==> config.mk <==
export PLATFORM = sky130hd
export DESIGN_NAME = fdcm_top
export DESIGN_NICKNAME = d
export VERILOG_FILES = /design/src/pkg/fdcm_pkg.sv /design/src/rtl/fdcm_top.sv /design/src/rtl/fdcm_opdec.sv
export SDC_FILE = /design/constraint.sdc
export NUM_CORES = 1
export LEC_CHECK = 0
export BUFFER_PORTS_ARGS = -buffer_cell sky130_fd_sc_hd__buf_2
export CAP_MARGIN = 20
export CORE_ASPECT_RATIO = 0.6
export CORE_MARGIN = 4
export CORE_UTILIZATION = 40
export CTS_CLUSTER_DIAMETER = 150
export DETAILED_ROUTE_END_ITERATION = 10
export PLACE_DENSITY = 0.72
export RECOVER_POWER = 25
export SLEW_MARGIN = 40
export SYNTH_ARGS = -nofsm -noshare
export SYNTH_HDL_FRONTEND = slang
export SYNTH_SLANG_ARGS = --single-unit
export TNS_END_PERCENT = 10
==> constraint.sdc <==
create_clock -name clk_sys -period 3.5 [get_ports clk_sys]
set_clock_uncertainty 0.05 [all_clocks]
set_input_delay 0.7 -clock clk_sys [delete_from_list [all_inputs] [get_ports clk_sys]]
set_output_delay 0.7 -clock clk_sys [all_outputs]
set_load 0.02 [all_outputs]
==> src/pkg/fdcm_pkg.sv <==
// Behaviour
// RQ1 - An undefined first command byte is a no-operation that puts the block in standby.
// RQ2 - An undefined opcode returns one result byte, the invalid-command status pattern.
// RQ3 - Read identifier captures the first error-free identifier field on the cylinder.
// RQ4 - Read identifier results: three status bytes, then the captured identifier bytes.
// RQ5 - Register dump shared byte reports sectors per cylinder after a format command.
// RQ6 - Register dump shared byte reports final sector number after a read or write.
// RQ7 - Drive selection bits in parameters stay internal and never drive select outputs.
// RQ8 - Host keeps command drive bits consistent with the digital output register.
// RQ9 - Lock stores the opcode top bit and echoes it in one result byte bit.
`default_nettype none
package fdcm_pkg;
  // ****************************************
  // Register map
  // ****************************************
  localparam logic [31:0] FDCM_OFS_DATA = 32'h0000_0000;
  localparam logic [31:0] FDCM_OFS_STATUS = 32'h0000_0004;
  localparam int FDCM_STS_BUSY = 0;
  localparam int FDCM_STS_RESULT = 1;
  localparam int FDCM_STS_STANDBY = 2;
  localparam int FDCM_STS_CNT_LO = 4;
  localparam int FDCM_STS_LOCK = 8;
  // ****************************************
  // Opcodes and masks
  // ****************************************
  localparam logic [7:0] FDCM_OP_CONFIGURE = 8'h13;
  localparam logic [7:0] FDCM_OP_RSEEK = 8'h8F;
  localparam logic [7:0] FDCM_MSK_RSEEK = 8'hBF;
  localparam logic [7:0] FDCM_OP_DUMPREG = 8'h0E;
  localparam logic [7:0] FDCM_OP_READID = 8'h0A;
  localparam logic [7:0] FDCM_MSK_READID = 8'hBF;
  localparam logic [7:0] FDCM_OP_PERP = 8'h12;
  localparam logic [7:0] FDCM_OP_LOCK = 8'h14;
  localparam logic [7:0] FDCM_MSK_LOCK = 8'h7F;
  localparam logic [31:0] FDCM_FOREIGN_SET = 32'h2242_B3FC;
  localparam int FDCM_DIR_BIT = 6;
  localparam int FDCM_LOCK_OP_BIT = 7;
  localparam int FDCM_LOCK_RES_BIT = 4;
  localparam int FDCM_OW_BIT = 7;
  // ****************************************
  // Counts and status values
  // ****************************************
  localparam logic [1:0] FDCM_NPAR_CONFIGURE = 2'h3;
  localparam logic [1:0] FDCM_NPAR_RSEEK = 2'h2;
  localparam logic [1:0] FDCM_NPAR_ONE = 2'h1;
  localparam logic [1:0] FDCM_NPAR_NONE = 2'h0;
  localparam logic [3:0] FDCM_NRES_ONE = 4'h1;
  localparam logic [3:0] FDCM_NRES_READID = 4'h7;
  localparam logic [3:0] FDCM_NRES_DUMPREG = 4'hA;
  localparam logic [7:0] FDCM_ST0_INVALID = 8'h80;
  localparam logic [1:0] FDCM_IC_ABNORMAL = 2'h1;
  localparam logic [7:0] FDCM_ST1_NO_MARK = 8'h01;
  localparam logic [7:0] FDCM_ZERO_BYTE = 8'h00;

  typedef enum logic [2:0]
  {
    FDCM_CMD_CONFIGURE = 3'h0,
    FDCM_CMD_RSEEK = 3'h1,
    FDCM_CMD_DUMPREG = 3'h2,
    FDCM_CMD_READID = 3'h3,
    FDCM_CMD_PERP = 3'h4,
    FDCM_CMD_LOCK = 3'h5,
    FDCM_CMD_FOREIGN = 3'h6,
    FDCM_CMD_INVALID = 3'h7
  } fdcm_cmd_t;

  typedef enum logic [1:0]
  {
    FDCM_IDLE = 2'h0,
    FDCM_PARAM = 2'h1,
    FDCM_EXEC = 2'h2,
    FDCM_RESULT = 2'h3
  } fdcm_phase_t;

  typedef struct packed {
    logic valid;
    logic crc_ok;
    logic [7:0] cyl;
    logic [7:0] head;
    logic [7:0] sector;
    logic [7:0] size;
  } fdcm_id_t;

  typedef struct packed {
    logic valid;
    logic dir;
    logic head_side_choice;
    logic drive_pick_high;
    logic drive_pick_low;
    logic [7:0] count;
  } fdcm_seek_t;

  typedef struct packed {
    logic start;
    logic double_density_flag;
    logic head_side_choice;
    logic drive_pick_high;
    logic drive_pick_low;
  } fdcm_rid_t;

  typedef struct packed {
    logic [6:0] cfg;
    logic [7:0] pretrk;
    logic [5:0] perp;
    logic lock;
  } fdcm_mode_t;

  typedef struct packed {
    fdcm_phase_t phase;
    fdcm_cmd_t cmd;
    logic [7:0] opb;
    logic [1:0] pidx;
    logic [1:0] npar;
    logic [2:0][7:0] par;
    logic [9:0][7:0] res;
    logic [3:0] ridx;
    logic [3:0] rcnt;
    logic wr_pend;
    logic [31:0] hrdata;
    logic standby;
    fdcm_mode_t mode;
    fdcm_seek_t seek;
    fdcm_rid_t rid;
    logic fgn_valid;
    logic [7:0] fgn_op;
  } fdcm_state_t;
endpackage
`default_nettype wire

==> src/rtl/fdcm_top.sv <==
// Added by the designer: the AHB-Lite interface to the registers and the register offsets.
`timescale 1ns/100ps
`default_nettype none
module fdcm_top
(
  // Clock and reset
  input wire logic clk_sys,
  input wire logic reset_n,
  // AHB-Lite slave
  input wire logic hsel,
  input wire logic [31:0] haddr,
  input wire logic [1:0] htrans,
  input wire logic [2:0] hsize,
  input wire logic hwrite,
  input wire logic [31:0] hwdata,
  input wire logic hready,
  output logic hreadyout,
  output logic hresp,
  output logic [31:0] hrdata,
  // Controller state for the register dump
  input wire logic [3:0][7:0] pcn_drive,
  input wire logic [7:0] spec_srt_hut,
  input wire logic [7:0] spec_hlt_nd,
  input wire logic last_cmd_format,
  input wire logic [7:0] sectors_per_cylinder,
  input wire logic [7:0] final_sector_number,
  // Identifier search path
  input wire fdcm_pkg::fdcm_id_t id_field,
  input wire logic id_search_fail,
  output fdcm_pkg::fdcm_rid_t rid_req,
  // Head positioning and hand-off
  output fdcm_pkg::fdcm_seek_t seek_req,
  output logic foreign_valid,
  output logic [7:0] foreign_op,
  // Mode outputs
  output fdcm_pkg::fdcm_mode_t mode,
  output logic standby
);
  import fdcm_pkg::*;

  fdcm_state_t s;
  fdcm_state_t n;
  fdcm_cmd_t op_cmd;
  logic [1:0] op_npar;
  logic acc;
  logic [7:0] wbyte;
  logic [31:0] status_word;
  logic wr_idle;
  logic id_hit;

  fdcm_opdec u_opdec
  (
    .op_byte(wbyte),
    .op_cmd(op_cmd),
    .op_npar(op_npar)
  );

  // ****************************************
  // Bus slave
  // ****************************************
  // The slave never stalls, so every transfer completes in its first data phase.
  assign hreadyout = 1'b1;
  assign hresp = 1'b0;
  assign acc = hsel && htrans[1] && hready;
  assign wbyte = hwdata[7:0];
  assign wr_idle = s.wr_pend && (s.phase == FDCM_IDLE);
  assign id_hit = (s.phase == FDCM_EXEC) && id_field.valid && id_field.crc_ok;
  assign status_word = {23'h000000, s.mode.lock, s.rcnt, 1'b0, s.standby,
                        (s.phase == FDCM_RESULT),
                        (s.phase == FDCM_PARAM) || (s.phase == FDCM_EXEC)};

  // ****************************************
  // Command sequencer
  // ****************************************
  always_comb
  begin
    n = s;
    n.seek.valid = 1'b0;
    n.rid.start = 1'b0;
    n.fgn_valid = 1'b0;
    n.wr_pend = 1'b0;
    if (acc && !hwrite)
    begin
      n.hrdata = 32'h0000_0000;
      if (haddr == FDCM_OFS_DATA && s.phase == FDCM_RESULT)
      begin
        n.hrdata = {24'h000000, s.res[s.ridx]};
        n.ridx = s.ridx + 4'h1;
        n.rcnt = s.rcnt - 4'h1;
        if (s.rcnt == FDCM_NRES_ONE)
          n.phase = FDCM_IDLE;
      end
      else if (haddr == FDCM_OFS_STATUS)
        n.hrdata = status_word;
    end
    if (acc && hwrite)
      n.wr_pend = (haddr == FDCM_OFS_DATA);
    if (s.wr_pend)
    begin
      unique case (s.phase)
        FDCM_IDLE:
        begin
          n.standby = 1'b0;
          n.cmd = op_cmd;
          n.opb = wbyte;
          n.npar = op_npar;
          n.pidx = 2'h0;
          n.ridx = 4'h0;
          unique case (op_cmd)
            FDCM_CMD_INVALID:
            begin
              n.standby = 1'b1; // RQ1
              n.res[0] = FDCM_ST0_INVALID; // RQ2
              n.rcnt = FDCM_NRES_ONE; // RQ2
              n.phase = FDCM_RESULT;
            end
            FDCM_CMD_LOCK:
            begin
              n.mode.lock = wbyte[FDCM_LOCK_OP_BIT]; // RQ9
              n.res[0] = FDCM_ZERO_BYTE;
              n.res[0][FDCM_LOCK_RES_BIT] = wbyte[FDCM_LOCK_OP_BIT]; // RQ9
              n.rcnt = FDCM_NRES_ONE;
              n.phase = FDCM_RESULT;
            end
            FDCM_CMD_DUMPREG:
            begin
              n.res[0] = pcn_drive[0];
              n.res[1] = pcn_drive[1];
              n.res[2] = pcn_drive[2];
              n.res[3] = pcn_drive[3];
              n.res[4] = spec_srt_hut;
              n.res[5] = spec_hlt_nd;
              n.res[6] = last_cmd_format ? sectors_per_cylinder : final_sector_number; // RQ5 RQ6
              n.res[7] = {s.mode.lock, 1'b0, s.mode.perp};
              n.res[8] = {1'b0, s.mode.cfg};
              n.res[9] = s.mode.pretrk;
              n.rcnt = FDCM_NRES_DUMPREG;
              n.phase = FDCM_RESULT;
            end
            FDCM_CMD_FOREIGN:
            begin
              n.fgn_valid = 1'b1;
              n.fgn_op = wbyte;
            end
            FDCM_CMD_CONFIGURE, FDCM_CMD_RSEEK, FDCM_CMD_READID, FDCM_CMD_PERP:
              n.phase = FDCM_PARAM;
          endcase
        end
        FDCM_PARAM:
        begin
          n.par[s.pidx] = wbyte;
          n.pidx = s.pidx + 2'h1;
          if (n.pidx == s.npar)
          begin
            n.phase = FDCM_IDLE;
            unique case (s.cmd)
              FDCM_CMD_CONFIGURE:
              begin
                n.mode.cfg = n.par[1][6:0];
                n.mode.pretrk = n.par[2];
              end
              FDCM_CMD_RSEEK:
              begin
                // Drive bits only go to internal logic, never to drive select pins. RQ7
                n.seek.valid = 1'b1;
                n.seek.dir = s.opb[FDCM_DIR_BIT];
                n.seek.head_side_choice = n.par[0][2];
                n.seek.drive_pick_high = n.par[0][1];
                n.seek.drive_pick_low = n.par[0][0];
                n.seek.count = n.par[1];
              end
              FDCM_CMD_READID:
              begin
                n.rid.start = 1'b1; // RQ7
                n.rid.double_density_flag = s.opb[6];
                n.rid.head_side_choice = n.par[0][2];
                n.rid.drive_pick_high = n.par[0][1];
                n.rid.drive_pick_low = n.par[0][0];
                n.phase = FDCM_EXEC;
              end
              FDCM_CMD_PERP:
              begin
                // The drive bits 5:2 only change when the overwrite bit is set; bits 1:0 always change.
                if (n.par[0][FDCM_OW_BIT])
                  n.mode.perp[5:2] = n.par[0][5:2];
                n.mode.perp[1:0] = n.par[0][1:0];
              end
              FDCM_CMD_DUMPREG, FDCM_CMD_LOCK, FDCM_CMD_FOREIGN, FDCM_CMD_INVALID:
              begin
              end
            endcase
          end
        end
        FDCM_EXEC, FDCM_RESULT:
        begin
          // Bytes written while busy or during results are dropped.
        end
      endcase
    end
    // Fields with a bad check are skipped; the search goes on until one is clean or id_search_fail is raised.
    if (id_hit || (s.phase == FDCM_EXEC && id_search_fail))
    begin
      n.res[0] = {2'h0, 3'h0, s.rid.head_side_choice, s.rid.drive_pick_high,
                  s.rid.drive_pick_low}; // RQ4
      n.res[1] = FDCM_ZERO_BYTE;
      n.res[2] = FDCM_ZERO_BYTE;
      if (!id_hit)
      begin
        n.res[0][7:6] = FDCM_IC_ABNORMAL;
        n.res[1] = FDCM_ST1_NO_MARK;
      end
      n.res[3] = id_field.cyl; // RQ3
      n.res[4] = id_field.head; // RQ3
      n.res[5] = id_field.sector; // RQ3
      n.res[6] = id_field.size; // RQ3
      n.ridx = 4'h0;
      n.rcnt = FDCM_NRES_READID; // RQ4
      n.phase = FDCM_RESULT;
    end
  end

  always_ff @(posedge clk_sys)
  begin
    if (!reset_n)
      s <= '0;
    else
      s <= n;
  end

  assign hrdata = s.hrdata;
  assign rid_req = s.rid;
  assign seek_req = s.seek;
  assign foreign_valid = s.fgn_valid;
  assign foreign_op = s.fgn_op;
  assign mode = s.mode;
  assign standby = s.standby;

  // ****************************************
  // Checks
  // ****************************************
  property p_invalid_result;
    @(posedge clk_sys) disable iff (!reset_n)
    wr_idle && op_cmd == FDCM_CMD_INVALID |=> s.phase == FDCM_RESULT &&
      s.rcnt == 4'h1 && s.res[0] == 8'h80;
  endproperty
  a_invalid_result: assert property (p_invalid_result) else $error("bad invalid result"); // RQ2

  property p_invalid_standby;
    @(posedge clk_sys) disable iff (!reset_n)
    wr_idle && op_cmd == FDCM_CMD_INVALID |=> standby ##1 (standby || $past(s.wr_pend));
  endproperty
  a_invalid_standby: assert property (p_invalid_standby) else $error("no standby"); // RQ1

  property p_lock_echo;
    @(posedge clk_sys) disable iff (!reset_n)
    wr_idle && op_cmd == FDCM_CMD_LOCK |=> s.res[0] == {3'h0, $past(hwdata[7]), 4'h0} &&
      mode.lock == $past(hwdata[7]);
  endproperty
  a_lock_echo: assert property (p_lock_echo) else $error("lock echo wrong"); // RQ9

  property p_rid_capture;
    @(posedge clk_sys) disable iff (!reset_n)
    id_hit |=> s.res[3] == $past(id_field.cyl) && s.res[5] == $past(id_field.sector) &&
      s.res[1] == 8'h00 && s.rcnt == 4'h7;
  endproperty
  a_rid_capture: assert property (p_rid_capture) else $error("id not captured"); // RQ3

  property p_rid_wait;
    @(posedge clk_sys) disable iff (!reset_n)
    s.phase == FDCM_EXEC && !(id_field.valid && id_field.crc_ok) && !id_search_fail
      |=> s.phase == FDCM_EXEC;
  endproperty
  a_rid_wait: assert property (p_rid_wait) else $error("read id left early"); // RQ3

  property p_rid_status;
    @(posedge clk_sys) disable iff (!reset_n)
    s.phase == FDCM_EXEC && id_search_fail && !id_hit |=> s.res[0][7:6] == 2'h1 &&
      s.res[1] == 8'h01 && s.ridx == 4'h0;
  endproperty
  a_rid_status: assert property (p_rid_status) else $error("bad id status"); // RQ4

  property p_dump_sc;
    @(posedge clk_sys) disable iff (!reset_n)
    wr_idle && op_cmd == FDCM_CMD_DUMPREG && last_cmd_format
      |=> s.res[6] == $past(sectors_per_cylinder) && s.rcnt == 4'hA;
  endproperty
  a_dump_sc: assert property (p_dump_sc) else $error("dump lacks sector count"); // RQ5

  property p_dump_eot;
    @(posedge clk_sys) disable iff (!reset_n)
    wr_idle && op_cmd == FDCM_CMD_DUMPREG && !last_cmd_format
      |=> s.res[6] == $past(final_sector_number);
  endproperty
  a_dump_eot: assert property (p_dump_eot) else $error("dump lacks final sector"); // RQ6

  property p_seek_drive;
    @(posedge clk_sys) disable iff (!reset_n)
    seek_req.valid |-> seek_req.drive_pick_low == s.par[0][0] &&
      seek_req.drive_pick_high == s.par[0][1] ##1 !seek_req.valid;
  endproperty
  a_seek_drive: assert property (p_seek_drive) else $error("seek drive bits wrong"); // RQ7
endmodule
`default_nettype wire

==> src/rtl/fdcm_opdec.sv <==
`timescale 1ns/100ps
`default_nettype none
module fdcm_opdec
(
  // Opcode in
  input wire logic [7:0] op_byte,
  // Decoded command
  output fdcm_pkg::fdcm_cmd_t op_cmd,
  output logic [1:0] op_npar
);
  import fdcm_pkg::*;

  always_comb
  begin
    op_cmd = FDCM_CMD_INVALID; // RQ1
    op_npar = FDCM_NPAR_NONE;
    if (op_byte == FDCM_OP_CONFIGURE)
    begin
      op_cmd = FDCM_CMD_CONFIGURE;
      op_npar = FDCM_NPAR_CONFIGURE;
    end
    else if ((op_byte & FDCM_MSK_RSEEK) == FDCM_OP_RSEEK)
    begin
      op_cmd = FDCM_CMD_RSEEK;
      op_npar = FDCM_NPAR_RSEEK;
    end
    else if (op_byte == FDCM_OP_DUMPREG)
      op_cmd = FDCM_CMD_DUMPREG;
    else if ((op_byte & FDCM_MSK_READID) == FDCM_OP_READID)
    begin
      op_cmd = FDCM_CMD_READID;
      op_npar = FDCM_NPAR_ONE;
    end
    else if (op_byte == FDCM_OP_PERP)
    begin
      op_cmd = FDCM_CMD_PERP;
      op_npar = FDCM_NPAR_ONE;
    end
    else if ((op_byte & FDCM_MSK_LOCK) == FDCM_OP_LOCK)
      op_cmd = FDCM_CMD_LOCK;
    // Opcodes served by the data transfer and positioning logic are handed on, not refused.
    else if (FDCM_FOREIGN_SET[op_byte[4:0]])
      op_cmd = FDCM_CMD_FOREIGN;
  end
endmodule
`default_nettype wire

==> impl_metrics.csv <==
group,metric,value,unit
sta,tns,0,ns
power_and_ir_drop,ir_worst_vdd,0.3543,mV
critical_path,end_kind,"register",
finish,n_fill_cell,2112,
clock_network,root_buffer,"clkbuf_16",
sta,fmax,0.3658,GHz
finish,areaGrowthSynthToFinish,13.38,%
sta,report.final.slew_viol_count,86,
die,core_area,0.02139,mm^2
place,port_buffers,204,
run_status,violations,"max-capacitance violations, max-slew violations",
sta,hold_ws,0.4019,ns
global_routing,antenna_found_initial,1,
routing,drcViolationCount,0,
worst_hold_path,hold_path.class,"register to register",
power_and_ir_drop,p_leak,3.877,nW
place,post-place-ws,0.6262,ns
place,placed_area,0.009508,mm^2
finish,finalInstanceArea,0.01003,mm^2
global_routing,track_usage,20.69,%
global_routing,grt_first_pass_wirelength,39.14,mm
global_routing,grt_start_max_net_pins,86,
routing,wl,26.04,mm
logic_synthesis,synth_async_sr_flop_share,0,%
logic_synthesis,synth.distinct_cells,60,
die,dieArea,0.02463,mm^2
die,io_pins,258,
die,row_count,41,
power_and_ir_drop,p_per_area,494.1,mW/mm^2
finish,seq_area,0.003583,mm^2
logic_synthesis,syn_area_per_cell,8.612,um^2
sta,grt_setup_unrepaired,"no",
logic_synthesis,syn_inst,1027,
sta,period_share,78.10,%
place,hpwl,19.26,mm
clock_network,post_cts_resized,0,
routing,num_vias,7691,
sta,finalWorstSetupSlack,0.7664,ns
finish,final_cells,1418,
clock_network,cts_num_sinks,179,
run_status,status,"complete, but fails checks",
power_and_ir_drop,p_total,4.955,mW
critical_path,cp_data_arrival_time,3.01,ns
run,maxCapViolCount,1,
finish,mostFrequentLayoutCell,"dfxtp_1",
finish,diodes,0,
critical_path,cp-start-kind,"register",
routing,routedWlPerCell,18.37,um
clock_network,h-tree-depth,4,
logic_synthesis,synthFlopType,"dfxtp_1",
sta,final-setup-viol-count,0,
die,fp.dieW,200.0,um
critical_path,critical_path_required,3.78,ns
logic_synthesis,ys_seq_area_share,40.51,%
clock_network,cts_setup_buffers,0,
routing,vias_per_cell,5.424,
place,place_inst,1387,
die,die_y,123.2,um
logic_synthesis,yosys_warnings,0,
sta,maxSlewHeadroom,-20.43,%
logic_synthesis,synth_enable_flop_cells,0,
clock_network,path_clk_slew,0.07,ns
finish,final_net_count,1311,
routing,drt-initial-drc-count,711,
clock_network,cts-buffers-inserted,17,
place,place_congestion,0.8414,
critical_path,cp_max_fo,7,
global_routing,grt_pass1_vias,7086,
clock_network,cts_hold_buf,0,
die,start_util,41.35,%
sta,fin_crit,2.734,ns
sta,hold_viol,0,
finish,final_util,46.88,%
routing,antenna_left,0,
finish,layout_common_cells,"dfxtp_1 (179), nand2_1 (171), buf_2 (149)",
finish,multiInputGateArea,0.004403,mm^2
routing,drt_pass1_iterations,5,
sta,tightestPinTransition,1.806,ns
critical_path,path_class,"register to register",
finish,layout-drive-gt1-share,20.19,%
clock_network,clockBufferDepth,2,
clock_network,clkLatencyLatePin,0.43,ns
logic_synthesis,syn_area,0.008845,mm^2
clock_network,tritoncts,"done",
global_routing,grt-ovfl-total,0,
logic_synthesis,ys_ff_latch,179,
Yosys cell counts (11+ instances only):
cell / number / area share (%)
buf_4: 85 / 7.2
a311oi_1: 24 / 2.4
buf_2: 24 / 1.4
nor2_1: 122 / 5.2
nor4_1: 13 / 0.92
o211ai_1: 11 / 0.93
nand2_1: 172 / 7.3
a21oi_1: 66 / 3.7
nand3_1: 14 / 0.79
mux2i_1: 82 / 9.3
dfxtp_1: 179 / 41
clkbuf_1: 45 / 1.9
o21ai_0: 22 / 1.2
a211oi_1: 23 / 2.0
mux4_2: 15 / 3.8
metal layers:
metal  track usage, %  part of all wire (%)
met2            29.14                    42
met3            6.672                   9.0
met4            4.156                  0.76
met1            30.95                    48
met5                0                 0.050
sequential cells by signal, indices dropped and copies added, names as in the netlist:
name           count
hrdata             9
foreign_op         8
standby            1
seek_req          13
rid_req            5
mode              22
foreign_valid      1
s                120
path summary, 6_finish.rpt:
path                        from              endpoint  slack, ns  cells after the start
min reg2reg  s[105]$_SDFFE_PN0P_   s[105]$_SDFFE_PN0P_       0.40                      2
max reg2reg  s[197]$_SDFFE_PN0P_  mode[3]$_SDFFE_PN0P_       0.77                      8
min          s[105]$_SDFFE_PN0P_   s[105]$_SDFFE_PN0P_       0.40                      2
max          s[197]$_SDFFE_PN0P_  mode[3]$_SDFFE_PN0P_       0.77                      8
worst max-delay path: stages (launching register included):
cell and delay [ns]:
dfxtp_1 0.44, inv_1 0.10, ha_1 0.33, xor2_1 0.17, or3_1 0.44, or4b_4 0.59, nor2_8 0.21, mux2i_1 0.23
nor2_1 0.05
final cells by class:
cell class | count | share of cell area, %
Multi-Input combinational cell | 704 | 43.91
Sequential cell | 179 | 35.73
Timing Repair Buffer | 216 | 10.49
Clock buffer | 18 | 4.279
Tap cell | 279 | 3.481
Clock inverter | 13 | 1.747
Inverter | 9 | 0.3618
report_power, final:
part	internal [mW]	switching [mW]	total, mW	leakage [nW]
combinational	0.277	0.436	0.713	2.14
sequential	2.16	0.0944	2.25	1.45
clock	1.14	0.854	1.99	0.292
total	3.57	1.38	4.95	3.88
kinds of logic (layout without fill, tap and decap cells):
kind of cell             after synthesis  in the layout  synth area share (%)
XOR/XNOR                               7              7                0.6932
adder cells (fa/ha/maj)               10             10                 1.415
flip-flops                           179            179                 40.51
AND/OR/NAND/NOR                      370            370                 18.21
AO/OA/AOI/OAI                        189            189                 14.19
other                                  2             25               0.08491
buffers and inverters                167            256                 11.03
multiplexers                         103            103                 13.86
(Power assumes the default switching activity.)
